<file path="src/core/gpom_pkg.sv">
package gpom_pkg;

  // Register map: offset 0x14 is a multiple of four, so it is the byte address
  localparam logic [7:0]  CTRL_ADDR     = 8'h14;
  localparam logic [7:0]  CTRL_RESET    = 8'h00;
  localparam logic [7:0]  ID_ADDR       = 8'h18;
  localparam logic [7:0]  STATUS_ADDR   = 8'h1C;
  localparam logic [7:0]  ENABLE_ADDR   = 8'h20;
  localparam logic [7:0]  ROUTE_ADDR    = 8'h24;
  // Identification value is arbitrary
  localparam logic [31:0] ID_VALUE      = 32'h0000_6A01;

  // Field layout of general_pin_output_control
  localparam int          SEL_MSB       = 7;
  localparam int          SEL_LSB       = 5;
  localparam int          SRC_MSB       = 4;
  localparam int          SRC_LSB       = 2;
  localparam int          VAL_BIT       = 1;
  localparam int          EN_BIT        = 0;

  // Source group codes
  localparam logic [2:0]  SRC_RX0       = 3'h0;
  localparam logic [2:0]  SRC_RX3       = 3'h3;
  localparam logic [2:0]  SRC_STATUS    = 3'h4;
  localparam logic [2:0]  SRC_RSVD      = 3'h5;
  localparam logic [2:0]  SRC_TX0       = 3'h6;
  localparam logic [2:0]  SRC_TX1       = 3'h7;

  // Signal codes
  localparam logic [2:0]  SIG_0         = 3'h0;
  localparam logic [2:0]  SIG_1         = 3'h1;
  localparam logic [2:0]  SIG_2         = 3'h2;
  localparam logic [2:0]  SIG_3         = 3'h3;
  localparam logic [2:0]  SIG_4         = 3'h4;
  localparam logic [2:0]  SIG_5         = 3'h5;
  localparam logic [2:0]  SIG_6         = 3'h6;
  localparam logic [2:0]  SIG_7         = 3'h7;

  // APB access phase states
  typedef enum logic [1:0] {
    GPOM_IDLE   = 2'b01,
    GPOM_ACCESS = 2'b10
  } gpom_apb_e;

endpackage

</file>
<file path="src/core/gpom_rx_pick.sv">
`timescale 1ns/1ps
`default_nettype none

// Selects one receive port's signal by source and signal codes
module gpom_rx_pick #(
  parameter int NRX = 4
) (
  // Selection
  input  wire logic [1:0]       port_sel,
  input  wire logic [2:0]       sig_sel,
  // Receive port signals
  input  wire logic [4*NRX-1:0] rx_remote_gpio,
  input  wire logic [NRX-1:0]   rx_lock,
  input  wire logic [NRX-1:0]   rx_pass,
  input  wire logic [NRX-1:0]   rx_frame_valid,
  input  wire logic [NRX-1:0]   rx_line_valid,
  // Result
  output logic                  picked
);

  wire logic [7:0] port_vec [NRX];

  genvar g;
  generate
    for (g = 0; g < NRX; g++)
    begin : g_port
      assign port_vec[g] = {rx_line_valid[g], rx_frame_valid[g], rx_pass[g],
                            rx_lock[g], rx_remote_gpio[4*g +: 4]};
    end
  endgenerate

  // Codes 0..3 remote inputs, 4 lock, 5 pass, 6 frame, 7 line
  assign picked = port_vec[port_sel][sig_sel];

endmodule

`default_nettype wire

</file>
<file path="src/core/gpom_tx_pick.sv">
`timescale 1ns/1ps
`default_nettype none

// Selects one transmit port's signal
module gpom_tx_pick #(
  parameter int NRX = 4
) (
  // Selection
  input  wire logic             tx_sel,
  input  wire logic [2:0]       sig_sel,
  // Transmit port status
  input  wire logic [2*NRX-1:0] tx_rx_map,
  input  wire logic [NRX-1:0]   rx_pass,
  input  wire logic [1:0]       tx_frame_active,
  input  wire logic [1:0]       tx_line_active,
  input  wire logic [1:0]       tx_synced,
  input  wire logic [1:0]       tx_irq,
  // Result
  output logic                  picked
);

  wire logic [NRX-1:0] feed      = tx_rx_map[NRX*tx_sel +: NRX];
  wire logic           pass_and  = &(rx_pass | ~feed) && (|feed);
  wire logic           pass_or   = |(rx_pass & feed);

  // Codes 0..5 defined, 6 and 7 read low
  assign picked = (sig_sel == gpom_pkg::SIG_0) ? pass_and :
                  (sig_sel == gpom_pkg::SIG_1) ? pass_or :
                  (sig_sel == gpom_pkg::SIG_2) ? tx_frame_active[tx_sel] :
                  (sig_sel == gpom_pkg::SIG_3) ? tx_line_active[tx_sel] :
                  (sig_sel == gpom_pkg::SIG_4) ? tx_synced[tx_sel] :
                  (sig_sel == gpom_pkg::SIG_5) ? tx_irq[tx_sel] :
                  1'b0;

endmodule

`default_nettype wire

</file>
<file path="src/core/gpom_pin_mux.sv">
`timescale 1ns/1ps
`default_nettype none

module gpom_pin_mux #(
  parameter int NRX = 4
) (
  // Clock and reset
  input  wire logic             pclk,
  input  wire logic             presetn,
  // APB slave
  input  wire logic             psel,
  input  wire logic             penable,
  input  wire logic             pwrite,
  input  wire logic [7:0]       paddr,
  input  wire logic [31:0]      pwdata,
  input  wire logic [3:0]       pstrb,
  output logic                  pready,
  output logic [31:0]           prdata,
  output logic                  pslverr,
  // Receive port signals
  input  wire logic [4*NRX-1:0] rx_remote_gpio,
  input  wire logic [NRX-1:0]   rx_lock,
  input  wire logic [NRX-1:0]   rx_pass,
  input  wire logic [NRX-1:0]   rx_frame_valid,
  input  wire logic [NRX-1:0]   rx_line_valid,
  // Device status
  input  wire logic             frame_sync_pulse,
  // Transmit port signals
  input  wire logic [1:0]       tx_frame_active,
  input  wire logic [1:0]       tx_line_active,
  input  wire logic [1:0]       tx_synced,
  input  wire logic [1:0]       tx_irq,
  // General pin four
  input  wire logic             general_pin_four_in,
  output logic                  general_pin_four_out,
  output logic                  general_pin_four_oe
);

  // Registers
  logic [7:0]       ctrl_q;
  logic [NRX-1:0]   rx_enable_q;
  logic [2*NRX-1:0] tx_route_q;
  logic             pin_out_q;
  logic             pin_oe_q;
  logic             pready_q;
  logic [31:0]      prdata_q;
  logic             pslverr_q;
  gpom_pkg::gpom_apb_e apb_q;

  // Field views
  wire logic [2:0] pin_signal_select       = ctrl_q[gpom_pkg::SEL_MSB:gpom_pkg::SEL_LSB];
  wire logic [2:0] pin_source_group_select = ctrl_q[gpom_pkg::SRC_MSB:gpom_pkg::SRC_LSB];
  wire logic       pin_local_level         = ctrl_q[gpom_pkg::VAL_BIT];
  wire logic       pin_drive_enable        = ctrl_q[gpom_pkg::EN_BIT];

  // APB decode
  wire logic setup_phase = psel && !penable;
  wire logic access_done = psel && penable && pready_q;
  wire logic hit_ctrl    = (paddr == gpom_pkg::CTRL_ADDR);
  wire logic hit_id      = (paddr == gpom_pkg::ID_ADDR);
  wire logic hit_status  = (paddr == gpom_pkg::STATUS_ADDR);
  wire logic hit_enable  = (paddr == gpom_pkg::ENABLE_ADDR);
  wire logic hit_route   = (paddr == gpom_pkg::ROUTE_ADDR);
  wire logic hit_any     = hit_ctrl || hit_id || hit_status || hit_enable || hit_route;
  wire logic read_only   = hit_id || hit_status;
  wire logic bad_access  = !hit_any || (pwrite && read_only);
  wire logic wr_ok       = access_done && pwrite && !bad_access && pstrb[0];
  wire logic wr_ctrl     = wr_ok && hit_ctrl;
  wire logic wr_enable   = wr_ok && hit_enable;
  wire logic wr_route    = wr_ok && hit_route;

  // Device status group
  wire logic lock_or  = |(rx_lock & rx_enable_q);
  wire logic lock_and = (|rx_enable_q) && &(rx_lock | ~rx_enable_q);
  wire logic pass_and = (|rx_enable_q) && &(rx_pass | ~rx_enable_q);

  wire logic status_pick =
    (pin_signal_select == gpom_pkg::SIG_0) ? pin_local_level :
    (pin_signal_select == gpom_pkg::SIG_1) ? lock_or :
    (pin_signal_select == gpom_pkg::SIG_2) ? lock_and :
    (pin_signal_select == gpom_pkg::SIG_3) ? pass_and :
    (pin_signal_select == gpom_pkg::SIG_4) ? frame_sync_pulse :
    1'b0;

  wire logic rx_pick;
  wire logic tx_pick;

  gpom_rx_pick #(
    .NRX            (NRX)
  ) u_rx (
    .port_sel       (pin_source_group_select[1:0]),
    .sig_sel        (pin_signal_select),
    .rx_remote_gpio (rx_remote_gpio),
    .rx_lock        (rx_lock),
    .rx_pass        (rx_pass),
    .rx_frame_valid (rx_frame_valid),
    .rx_line_valid  (rx_line_valid),
    .picked         (rx_pick)
  );

  gpom_tx_pick #(
    .NRX             (NRX)
  ) u_tx (
    .tx_sel          (pin_source_group_select[0]),
    .sig_sel         (pin_signal_select),
    .tx_rx_map       (tx_route_q),
    .rx_pass         (rx_pass),
    .tx_frame_active (tx_frame_active),
    .tx_line_active  (tx_line_active),
    .tx_synced       (tx_synced),
    .tx_irq          (tx_irq),
    .picked          (tx_pick)
  );

  // Source group selection
  wire logic src_is_rx = !pin_source_group_select[2];
  wire logic src_is_st = (pin_source_group_select == gpom_pkg::SRC_STATUS);
  wire logic src_is_tx = (pin_source_group_select[2:1] == gpom_pkg::SRC_TX0[2:1]);
  wire logic pin_d     = src_is_rx ? rx_pick :
                         src_is_st ? status_pick :
                         src_is_tx ? tx_pick : 1'b0;

  // Read data selection
  wire logic [31:0] rd_d =
    hit_ctrl   ? {24'h000000, ctrl_q} :
    hit_id     ? gpom_pkg::ID_VALUE :
    hit_status ? {30'h0, general_pin_four_in, pin_oe_q} :
    hit_enable ? {{(32-NRX){1'b0}}, rx_enable_q} :
    hit_route  ? {{(32-2*NRX){1'b0}}, tx_route_q} :
    32'h00000000;

  // APB handshake: no wait states
  always_ff @(posedge pclk or negedge presetn)
  begin
    if (!presetn)
    begin
      apb_q     <= gpom_pkg::GPOM_IDLE;
      pready_q  <= 1'b0;
      prdata_q  <= 32'h00000000;
      pslverr_q <= 1'b0;
    end
    else
    begin
      case (apb_q)
        gpom_pkg::GPOM_IDLE:
        begin
          pready_q  <= setup_phase;
          pslverr_q <= setup_phase && bad_access;
          prdata_q  <= (setup_phase && !pwrite) ? rd_d : 32'h00000000;
          if (setup_phase)
            apb_q <= gpom_pkg::GPOM_ACCESS;
        end
        gpom_pkg::GPOM_ACCESS:
        begin
          pready_q  <= 1'b0;
          pslverr_q <= 1'b0;
          prdata_q  <= 32'h00000000;
          apb_q     <= gpom_pkg::GPOM_IDLE;
        end
        default:
        begin
          apb_q <= gpom_pkg::GPOM_IDLE;
        end
      endcase
    end
  end

  // Register writes, taken at the end of the access phase
  always_ff @(posedge pclk or negedge presetn)
  begin
    if (!presetn)
    begin
      ctrl_q      <= gpom_pkg::CTRL_RESET;
      rx_enable_q <= {NRX{1'b1}};
      tx_route_q  <= {2*NRX{1'b1}};
    end
    else
    begin
      if (wr_ctrl)
        ctrl_q <= pwdata[7:0];
      if (wr_enable)
        rx_enable_q <= pwdata[NRX-1:0];
      if (wr_route)
        tx_route_q <= pwdata[2*NRX-1:0];
    end
  end

  // Pin drive registers
  always_ff @(posedge pclk or negedge presetn)
  begin
    if (!presetn)
    begin
      pin_out_q <= 1'b0;
      pin_oe_q  <= 1'b0;
    end
    else
    begin
      pin_out_q <= pin_drive_enable ? pin_d : 1'b0;
      pin_oe_q  <= pin_drive_enable;
    end
  end

  assign pready               = pready_q;
  assign prdata               = prdata_q;
  assign pslverr              = pslverr_q;
  assign general_pin_four_out = pin_out_q;
  assign general_pin_four_oe  = pin_oe_q;

  // Receive ports feeding the selected transmit port
  wire logic [NRX-1:0] tx_feed = tx_route_q[NRX*pin_source_group_select[0] +: NRX];
endmodule

`default_nettype wire

</file>
<file path="config.mk">
export PLATFORM = sky130hd
export DESIGN_NAME = gpom_pin_mux
export DESIGN_NICKNAME = d
export VERILOG_FILES = /design/src/core/gpom_pkg.sv /design/src/core/gpom_rx_pick.sv /design/src/core/gpom_tx_pick.sv /design/src/core/gpom_pin_mux.sv
export SDC_FILE = /design/constraint.sdc
export NUM_CORES = 1
export LEC_CHECK = 0
export BUFFER_PORTS_ARGS = -buffer_cell sky130_fd_sc_hd__buf_2
export CAP_MARGIN = 30
export CORE_MARGIN = 2
export CORE_UTILIZATION = 46
export DETAILED_ROUTE_END_ITERATION = 10
export GPL_ROUTABILITY_DRIVEN = 0
export GPL_TIMING_DRIVEN = 0
export PLACE_DENSITY = 0.8
export SETUP_SLACK_MARGIN = 0.05
export SYNTH_ARGS = -nofsm -noshare
export SYNTH_HDL_FRONTEND = slang
export SYNTH_HIERARCHICAL = 1
export SYNTH_SLANG_ARGS = --single-unit
</file>
<file path="constraint.sdc">
create_clock -name pclk -period 3.47 [get_ports pclk]
set_clock_uncertainty 0.15 [all_clocks]
set_input_delay 0.694 -clock pclk [delete_from_list [all_inputs] [get_ports pclk]]
set_output_delay 0.694 -clock pclk [all_outputs]
set_load 0.02 [all_outputs]
</file>
==> results of run 1 <==
## worst max-delay path: stages, from the launching register on
cell	delay, ns
dfstp_2	0.54
inv_1	0.04
ha_1	0.17
or3b_1	0.39
or3_1	0.31
buf_2	0.16
or3_1	0.33
a221o_1	0.29
o21ai_2	0.10
## cell families (layout without fill, tap and decap cells)
kind of cell	after synthesis	count (layout)	share of synthesized area, %
adders and majority gates	2	2	1.04
and+or+nand+nor	66	66	14.9
AOI/OAI and AO/OA	54	54	15.1
buffers and inverters	42	127	11.9
DFF	35	35	37.0
other	1	20	0.155
muxes	43	43	19.9
## cells in the mapped netlist (2+ instances only)
cell,instances,area [sq um]
buf_4,24,180
nand2_1,23,86.3
dfrtp_1,22,551
mux2i_1,21,210
mux2_2,20,225
dfstp_2,13,342
inv_1,12,45.0
o21ai_0,12,60.1
a22oi_1,11,82.6
a21oi_1,8,40.0
nor2_1,7,26.3
nand3_1,6,30.0
nor2b_1,4,25.0
o22ai_1,4,25.0
nand2b_1,3,18.8
o31ai_1,3,22.5
a211oi_1,2,15.0
a221o_1,2,20.0
and3_1,2,12.5
buf_6,2,22.5
ha_1,2,25.0
mux4_2,2,45.0
nand2_2,2,12.5
nor3_1,2,10.0
nor4b_1,2,17.5
o22a_1,2,17.5
or3_1,2,12.5
## how the worst max path moves through the flow
stage / startpoint / cells after the start / end
detailed placement: paddr[7] / 6 / ctrl_q[4]$_DFFE_PN0P_
global route: paddr[7] / 6 / ctrl_q[1]$_DFFE_PN0P_
global placement: paddr[7] / 6 / ctrl_q[6]$_DFFE_PN0P_
CTS: apb_q[0]$_DFFE_PN1P_ / 8 / prdata[0]$_DFFE_PN0P_
floorplan: apb_q[0]$_DFFE_PN1P_ / 8 / prdata[0]$_DFFE_PN0P_
finish: apb_q[0]$_DFFE_PN1P_ / 8 / prdata[0]$_DFFE_PN0P_
## where the power goes
group          internal (mW)  switching (mW)
clock network          0.155           0.137
registers              0.431          0.0119
logic                 0.0947           0.126
## cell type report
| cell class | instances | area, sq um | area share [%] |
|---|---|---|---|
| Multi-Input combinational cell | 185 | 1310 | 42.8 |
| Sequential cell | 35 | 892 | 29.2 |
| Timing Repair Buffer | 78 | 390 | 12.8 |
| Buffer | 30 | 243 | 7.96 |
| Tap cell | 70 | 87.6 | 2.87 |
| Clock buffer | 6 | 82.6 | 2.71 |
| Inverter | 12 | 45.0 | 1.48 |
| Clock inverter | 1 | 5.00 | 0.164 |
## layout by cell type (no fill, tap or decap), types with 2 or more instances in the layout
| cell | netlist | routed |
|---|---|---|
| a211oi_1 | 2 | 2 |
| a21oi_1 | 8 | 8 |
| a221o_1 | 2 | 2 |
| a22oi_1 | 11 | 11 |
| and3_1 | 2 | 2 |
| buf_2 | 1 | 79 |
| buf_4 | 24 | 24 |
| buf_6 | 2 | 2 |
| clkbuf_8 | 0 | 6 |
| conb_1 | 1 | 20 |
| dfrtp_1 | 22 | 22 |
| dfstp_2 | 13 | 13 |
| ha_1 | 2 | 2 |
| inv_1 | 12 | 12 |
| mux2_2 | 20 | 20 |
| mux2i_1 | 21 | 21 |
| mux4_2 | 2 | 2 |
| nand2_1 | 23 | 23 |
| nand2_2 | 2 | 2 |
| nand2b_1 | 3 | 3 |
| nand3_1 | 6 | 6 |
| nor2_1 | 7 | 7 |
| nor2b_1 | 4 | 4 |
| nor3_1 | 2 | 2 |
| nor4b_1 | 2 | 2 |
| o21ai_0 | 12 | 12 |
| o22a_1 | 2 | 2 |
| o22ai_1 | 4 | 4 |
| o31ai_1 | 3 | 3 |
| or3_1 | 2 | 2 |
## routing by layer
| metal | GRT usage [%] | share of wire [%] | vias to the layer above |
|---|---|---|---|
| li1 | - | - | 1055 |
| met1 | 25.4 | 42 | 1001 |
| met2 | 33.9 | 49 | 93 |
| met3 | 4.98 | 7.6 | 11 |
| met4 | 6.00 | 1.6 | 0 |
| met5 | 0 | 0 | - |
## flip-flops by register name, summed over array words and instances (netlist names), 2 cells and up
signal       count
rx_enable_q      4
apb_q            2
tx_route_q       8
ctrl_q           8
prdata           9
## stage by stage
stage / std cells / power, mW / setup WS [ns]
floorplan: 262 / 0.589 / 1.03
global placement: 410 / 0.665 / 0.696
detailed placement: 410 / 0.672 / 0.654
CTS: 417 / 0.965 / 0.900
global route: 417 / 1.01 / 0.789
finish: 417 / 0.957 / 0.911
==> flow_summary_export.csv, run 1 <==
group,metric,value,unit
clock_tree,ctsResizeCount,0,
setup_path,r2r-end,"prdata[0]$_DFFE_PN0P_",
cells_and_area,area_growth,26.4,%
logic_synthesis,ys_seq_elements,35,
pwr,vdd_ir_drop_max,243,uV
setup_path,reg2reg_from,"apb_q[0]$_DFFE_PN1P_",
clock_tree,postCtsSetupRepairBufs,0,
min_path,min_path_cells,0,
setup_path,crit_path_start_kind,"flop",
min_path,hold_end,"general_pin_four_oe$_DFF_PN0_",
floorplanning,num_io_pins,127,
drt,routed_via_density,5.18,
clock_tree,cts_made_buffers,5,
floorplanning,die_area,5840,sq um
pwr,cellLeakagePower,1.45,nW
setup_path,worstPathMaxFanout,8,
logic_synthesis,yosysUniqueCellTypes,55,
sta,finalSetupViolCount,0,
min_path,hold_class,"flop to flop",
logic_synthesis,yosys_warnings,6,
cells_and_area,fin_nets,440,
sta,whs,0.306,ns
status,status,"finished clean",
cells_and_area,fin_util,60.1,%
sta,rsz0062_at_grt,"no",
setup_path,required,3.54,ns
grt,grt_max_degree,36,
logic_synthesis,async_flop_share,100,%
pwr,powerDensity,314,nW/um^2
grt,overflow,0,
floorplanning,die_x,76.4,microns
clock_tree,cts_root_buf,"clkbuf_8",
setup_path,timing.reg2reg.setup_slack,0.91,ns
drt,drc_errors,0,
grt,antenna_found_initial,0,
clock_tree,cts_tree,"built",
placed_design,portBuffers,78,
drt,vias,2160,
logic_synthesis,yosysSeqAreaShare,37.0,%
drt,wl_per_cell,13.6,microns
floorplanning,coreArea,5070,sq um
floorplanning,die_h,76.4,microns
setup_path,ff2ff_path_depth,8,
min_path,worstHoldStart,"ctrl_q[0]$_DFFE_PN0P_",
sta,setup_tns,0,ns
sta,max_freq,391,MHz
grt,grt_usage,20.1,%
setup_path,cp-end-kind,"flop",
sta,final_min_period_over_clock_period,73.8,%
sta,period_minus_slack,2.56,ns
clock_tree,clock_sink_count,35,
floorplanning,start_util,47.6,%
sta,slew_violations,0,
logic_synthesis,synth_edf_count,0,
sta,slew-limit-headroom,31.9,%
cells_and_area,finalInstanceArea,3050,sq um
drt,wl,5690,microns
cells_and_area,antennaDiodeCount,0,
clock_tree,clockBufferDepth,2,
setup_path,worst-setup-path-type,"flop to flop",
placed_design,placed_area,2960,sq um
logic_synthesis,netlist_instances,243,
grt,grt_pass1_wl,9620,microns
run,cap_violations,0,
clock_tree,postCtsHoldBufs,0,
cells_and_area,drive_gt1_share,45.0,%
logic_synthesis,avgSynthCellArea,9.93,sq um
placed_design,dp_hpwl,4550,microns
drt,antenna_left,0,
drt,drt_iter0_drc,121,
clock_tree,htreeDepth,2,
cells_and_area,fill_cells,479,
clock_tree,clk_pin_slew_worst_paths,0.07,ns
sta,worstMarginPinSlew,1.01,ns
floorplanning,rows,26,
grt,grt_pass1_vias,2094,
setup_path,arrival,2.63,ns
sta,finalHoldViolations,0,
clock_tree,clk_latency,0.29,ns
drt,firstDrtPassIters,4,
logic_synthesis,synth_flop_cell,"dfrtp_1",
logic_synthesis,syn_area,2410,sq um
No activity file was read; power rests on OpenSTA's default activity.
==> run 2, diff against run 1 <==
--- a/config.mk
+++ b/config.mk
@@ -5,14 +5,15 @@
 export SDC_FILE = /design/constraint.sdc
 export NUM_CORES = 1
 export LEC_CHECK = 0
+export ABC_AREA = 1
 export BUFFER_PORTS_ARGS = -buffer_cell sky130_fd_sc_hd__buf_2
 export CAP_MARGIN = 30
 export CORE_MARGIN = 2
-export CORE_UTILIZATION = 46
+export CORE_UTILIZATION = 43
 export DETAILED_ROUTE_END_ITERATION = 10
 export GPL_ROUTABILITY_DRIVEN = 0
 export GPL_TIMING_DRIVEN = 0
-export PLACE_DENSITY = 0.8
+export PLACE_DENSITY = 0.76
 export SETUP_SLACK_MARGIN = 0.05
 export SYNTH_ARGS = -nofsm -noshare
 export SYNTH_HDL_FRONTEND = slang
==> constraint.sdc (replaced) <==
create_clock -name pclk -period 2.2 [get_ports pclk]
set_clock_uncertainty 0.15 [all_clocks]
set_input_delay 0.44 -clock pclk [delete_from_list [all_inputs] [get_ports pclk]]
set_output_delay 0.44 -clock pclk [all_outputs]
set_load 0.02 [all_outputs]
==> run 2 against run 1 <==
Worst hold slack got worse by 0.23 ns. Clock power grew 95%. Clock-buffer cell count down 1. Global-route usage shrank 0.86 points. Highest routed layer unchanged. Sequential share of layout area down 3.6 points. Largest power group unchanged.
==> flow_summary_export.csv, run 2 <==
group,metric,value,unit
cells_and_area,fill_cells,625,
grt,grt.met3_usage,3.64,%
clock_tree,cts_made_buffers,5,
cells_and_area,fin_nets,596,
sta,final_min_period_over_clock_period,86.2,%
floorplanning,coreArea,6310,sq um
clock_tree,postCtsSetupRepairBufs,0,
cells_and_area,antennaDiodeCount,0,
drt,drt_iter0_drc,163,
drt,antenna_left,0,
grt,grt_pass1_vias,2560,
setup_path,arrival,1.95,ns
drt,firstDrtPassIters,4,
sta,finalHoldViolations,0,
grt,antenna_found_initial,0,
clock_tree,cts_tree,"built",
logic_synthesis,yosys-top-cells-count,"nand2_1, inv_1, nand3_1",
grt,grt_usage,19.2,%
pwr,total_power,1.62,mW
logic_synthesis,netlist_instances,398,
logic_synthesis,synth_edf_count,0,
placed_design,placed_area,3360,sq um
setup_path,ff2ff_path_depth,7,
sta,finalWorstSetupSlack,0.305,ns
clock_tree,clockBufferDepth,2,
cells_and_area,finalInstanceArea,3480,sq um
sta,period_minus_slack,1.90,ns
logic_synthesis,synth_flop_cell,"dfrtp_1",
placed_design,portBuffers,79,
logic_synthesis,synth_top_area_share,19.7,%
logic_synthesis,yosysTopAreaCell,"dfrtp_1",
clock_tree,clock_sink_count,35,
grt,met2_usage,30.9,%
setup_path,reg2reg_from,"apb_q[0]$_DFFE_PN1P_",
setup_path,critPathMaxStageDelay,0.53,ns
logic_synthesis,ys_seq_elements,35,
setup_path,r2r-end,"prdata[0]$_DFFE_PN0P_",
floorplanning,die_area,7170,sq um
cells_and_area,area_growth,24.3,%
clock_tree,htreeDepth,2,
logic_synthesis,avgSynthCellArea,7.03,sq um
logic_synthesis,yosysUniqueCellTypes,40,
floorplanning,die_x,84.7,microns
logic_synthesis,yosys_warnings,6,
setup_path,cp_common_cell,"o21ai_0",
drt,routed_via_density,4.77,
clock_tree,clk_latency,0.28,ns
setup_path,crit_path_cell_trace,"inv_1 -> ha_1 -> nor2_1 -> nand2_1 -> nor2_4 -> o21ai_0 -> o21ai_0",
sta,rsz0062_at_grt,"no",
cells_and_area,layout_commonest_cell,"nand2_1",
setup_path,timing.reg2reg.setup_slack,0.30,ns
setup_path,required,2.25,ns
logic_synthesis,synthTopCellsByArea,"dfrtp_1, nand2_1, dfstp_2",
logic_synthesis,async_flop_share,100,%
logic_synthesis,yosysMostFrequentCell,"nand2_1",
setup_path,worstPathMaxFanout,9,
clock_tree,postCtsHoldBufs,0,
grt,top_usage_layer,"met2",
logic_synthesis,yosysSeqAreaShare,31.9,%
pwr,vdd_ir_drop_max,330,uV
drt,vias,2771,
grt,met1_usage,25.8,%
pwr,cellLeakagePower,1.87,nW
cells_and_area,layout_common_cells,"nand2_1, buf_2, inv_1, nand3_1, buf_4",
sta,finalSetupViolCount,0,
cells_and_area,drive_gt1_share,36.9,%
pwr,powerDensity,466,nW/um^2
grt,grt_pass1_wl,11300,microns
grt,grt_max_degree,36,
cells_and_area,multi_input_area,1500,sq um
floorplanning,rows,29,
min_path,hold_class,"input port to async pin",
cells_and_area,largest_reg_flops,9,
logic_synthesis,syn_area,2800,sq um
sta,slew-limit-headroom,49.0,%
floorplanning,die_h,84.7,microns
grt,overflow,0,
setup_path,crit_path_start_kind,"flop",
sta,max_freq,528,MHz
status,status,"finished clean",
sta,worstMarginPinSlew,0.765,ns
clock_tree,clk_pin_slew_worst_paths,0.07,ns
setup_path,crit_slowest_cell,"dfstp_2",
floorplanning,start_util,44.3,%
setup_path,worst-setup-path-type,"flop to flop",
drt,wl_per_cell,11.6,microns
setup_path,cp-end-kind,"flop",
cells_and_area,seqCellArea,892,sq um
sta,setup_tns,0,ns
clock_tree,cts_root_buf,"clkbuf_8",
floorplanning,num_io_pins,127,
sta,slew_violations,0,
drt,wl,6750,microns
placed_design,dp_hpwl,5410,microns
run,cap_violations,0,
placed_design,dp_slack,0.148,ns
drt,drc_errors,0,
## run 2: cell types whose count changed after synthesis, moves of 4 or more
cell / before / now
mux2i_1: 21 / 0
nand2_1: 23 / 134
nor2b_1: 4 / 0
nand3_1: 6 / 38
mux2_2: 20 / 0
o21ai_1: 1 / 6
o22ai_1: 4 / 0
inv_1: 12 / 43
inv_2: 0 / 9
a22oi_1: 11 / 0
nor2_1: 7 / 16
nand2_2: 2 / 16
a22o_1: 0 / 5
o21ai_2: 1 / 16
## run 2: cell families after synthesis
logic type / count (synthesis) / share of synthesized area, %
simple gates: 224 / 37.6
compound gates: 49 / 12.3
buf+inv: 87 / 17.2
flops: 35 / 31.9
fa+ha+maj: 2 / 0.894
other cells: 1 / 0.134
## run 2: repair_timing
action,in CTS,in global routing
hold endpoints to repair,0,0
resized for setup,0,1
setup endpoints to repair,0,1
## run 2: report_power, final
| group | leakage (nW) | internal [mW] | switching, mW |
|---|---|---|---|
| clock network | 0.0581 | 0.337 | 0.233 |
| logic | 1.37 | 0.135 | 0.224 |
| registers | 0.439 | 0.677 | 0.0162 |
## run 2: through the flow
step,cells,hold WS (ns),utilization (%)
final,581,0.0739,55.1
after global routing,581,0.123,55.1
after CTS,581,0.0921,55.0
after detailed placement,573,0.299,53.3
after global placement,573,0.283,53.3
after floorplan,417,-0.00559,-
## run 2: how the worst max path moves through the flow
| stage | depth (start not counted) | slack (ns) | to | start |
|---|---|---|---|---|
| after CTS | 7 | 0.21 | prdata[0]$_DFFE_PN0P_ | apb_q[0]$_DFFE_PN1P_ |
| after global routing | 7 | 0.12 | prdata[0]$_DFFE_PN0P_ | apb_q[0]$_DFFE_PN1P_ |
| after floorplan | 7 | 0.46 | prdata[0]$_DFFE_PN0P_ | apb_q[0]$_DFFE_PN1P_ |
| after detailed placement | 10 | 0.15 | ctrl_q[6]$_DFFE_PN0P_ | paddr[6] |
| final | 7 | 0.30 | prdata[0]$_DFFE_PN0P_ | apb_q[0]$_DFFE_PN1P_ |
| after global placement | 10 | 0.21 | ctrl_q[6]$_DFFE_PN0P_ | paddr[6] |
## run 2: worst max-delay path, delay by kind of cell, from the launching register on
| kind | cells | cell delay [ns] |
|---|---|---|
| and+or+nand+nor | 3 | 0.47 |
| adders and majority gates | 1 | 0.33 |
| DFF | 1 | 0.53 |
| AOI/OAI and AO/OA | 2 | 0.28 |
| buffers and inverters | 1 | 0.05 |
## run 2: per-layer routing
| metal | part of all wire (%) | wire length, microns |
|---|---|---|
| met2 | 47 | 3190 |
| met3 | 6.4 | 431 |
| met1 | 44 | 2990 |
| met4 | 2.1 | 141 |
| met5 | 0 | 0 |
## run 2: layout make-up
type | count | share of cell area, %
Multi-Input combinational cell | 295 | 43.1
Timing Repair Buffer | 79 | 11.4
Clock buffer | 5 | 1.98
Inverter | 56 | 6.44
Buffer | 31 | 7.41
Clock inverter | 3 | 1.26
Tap cell | 77 | 2.77
Sequential cell | 35 | 25.6
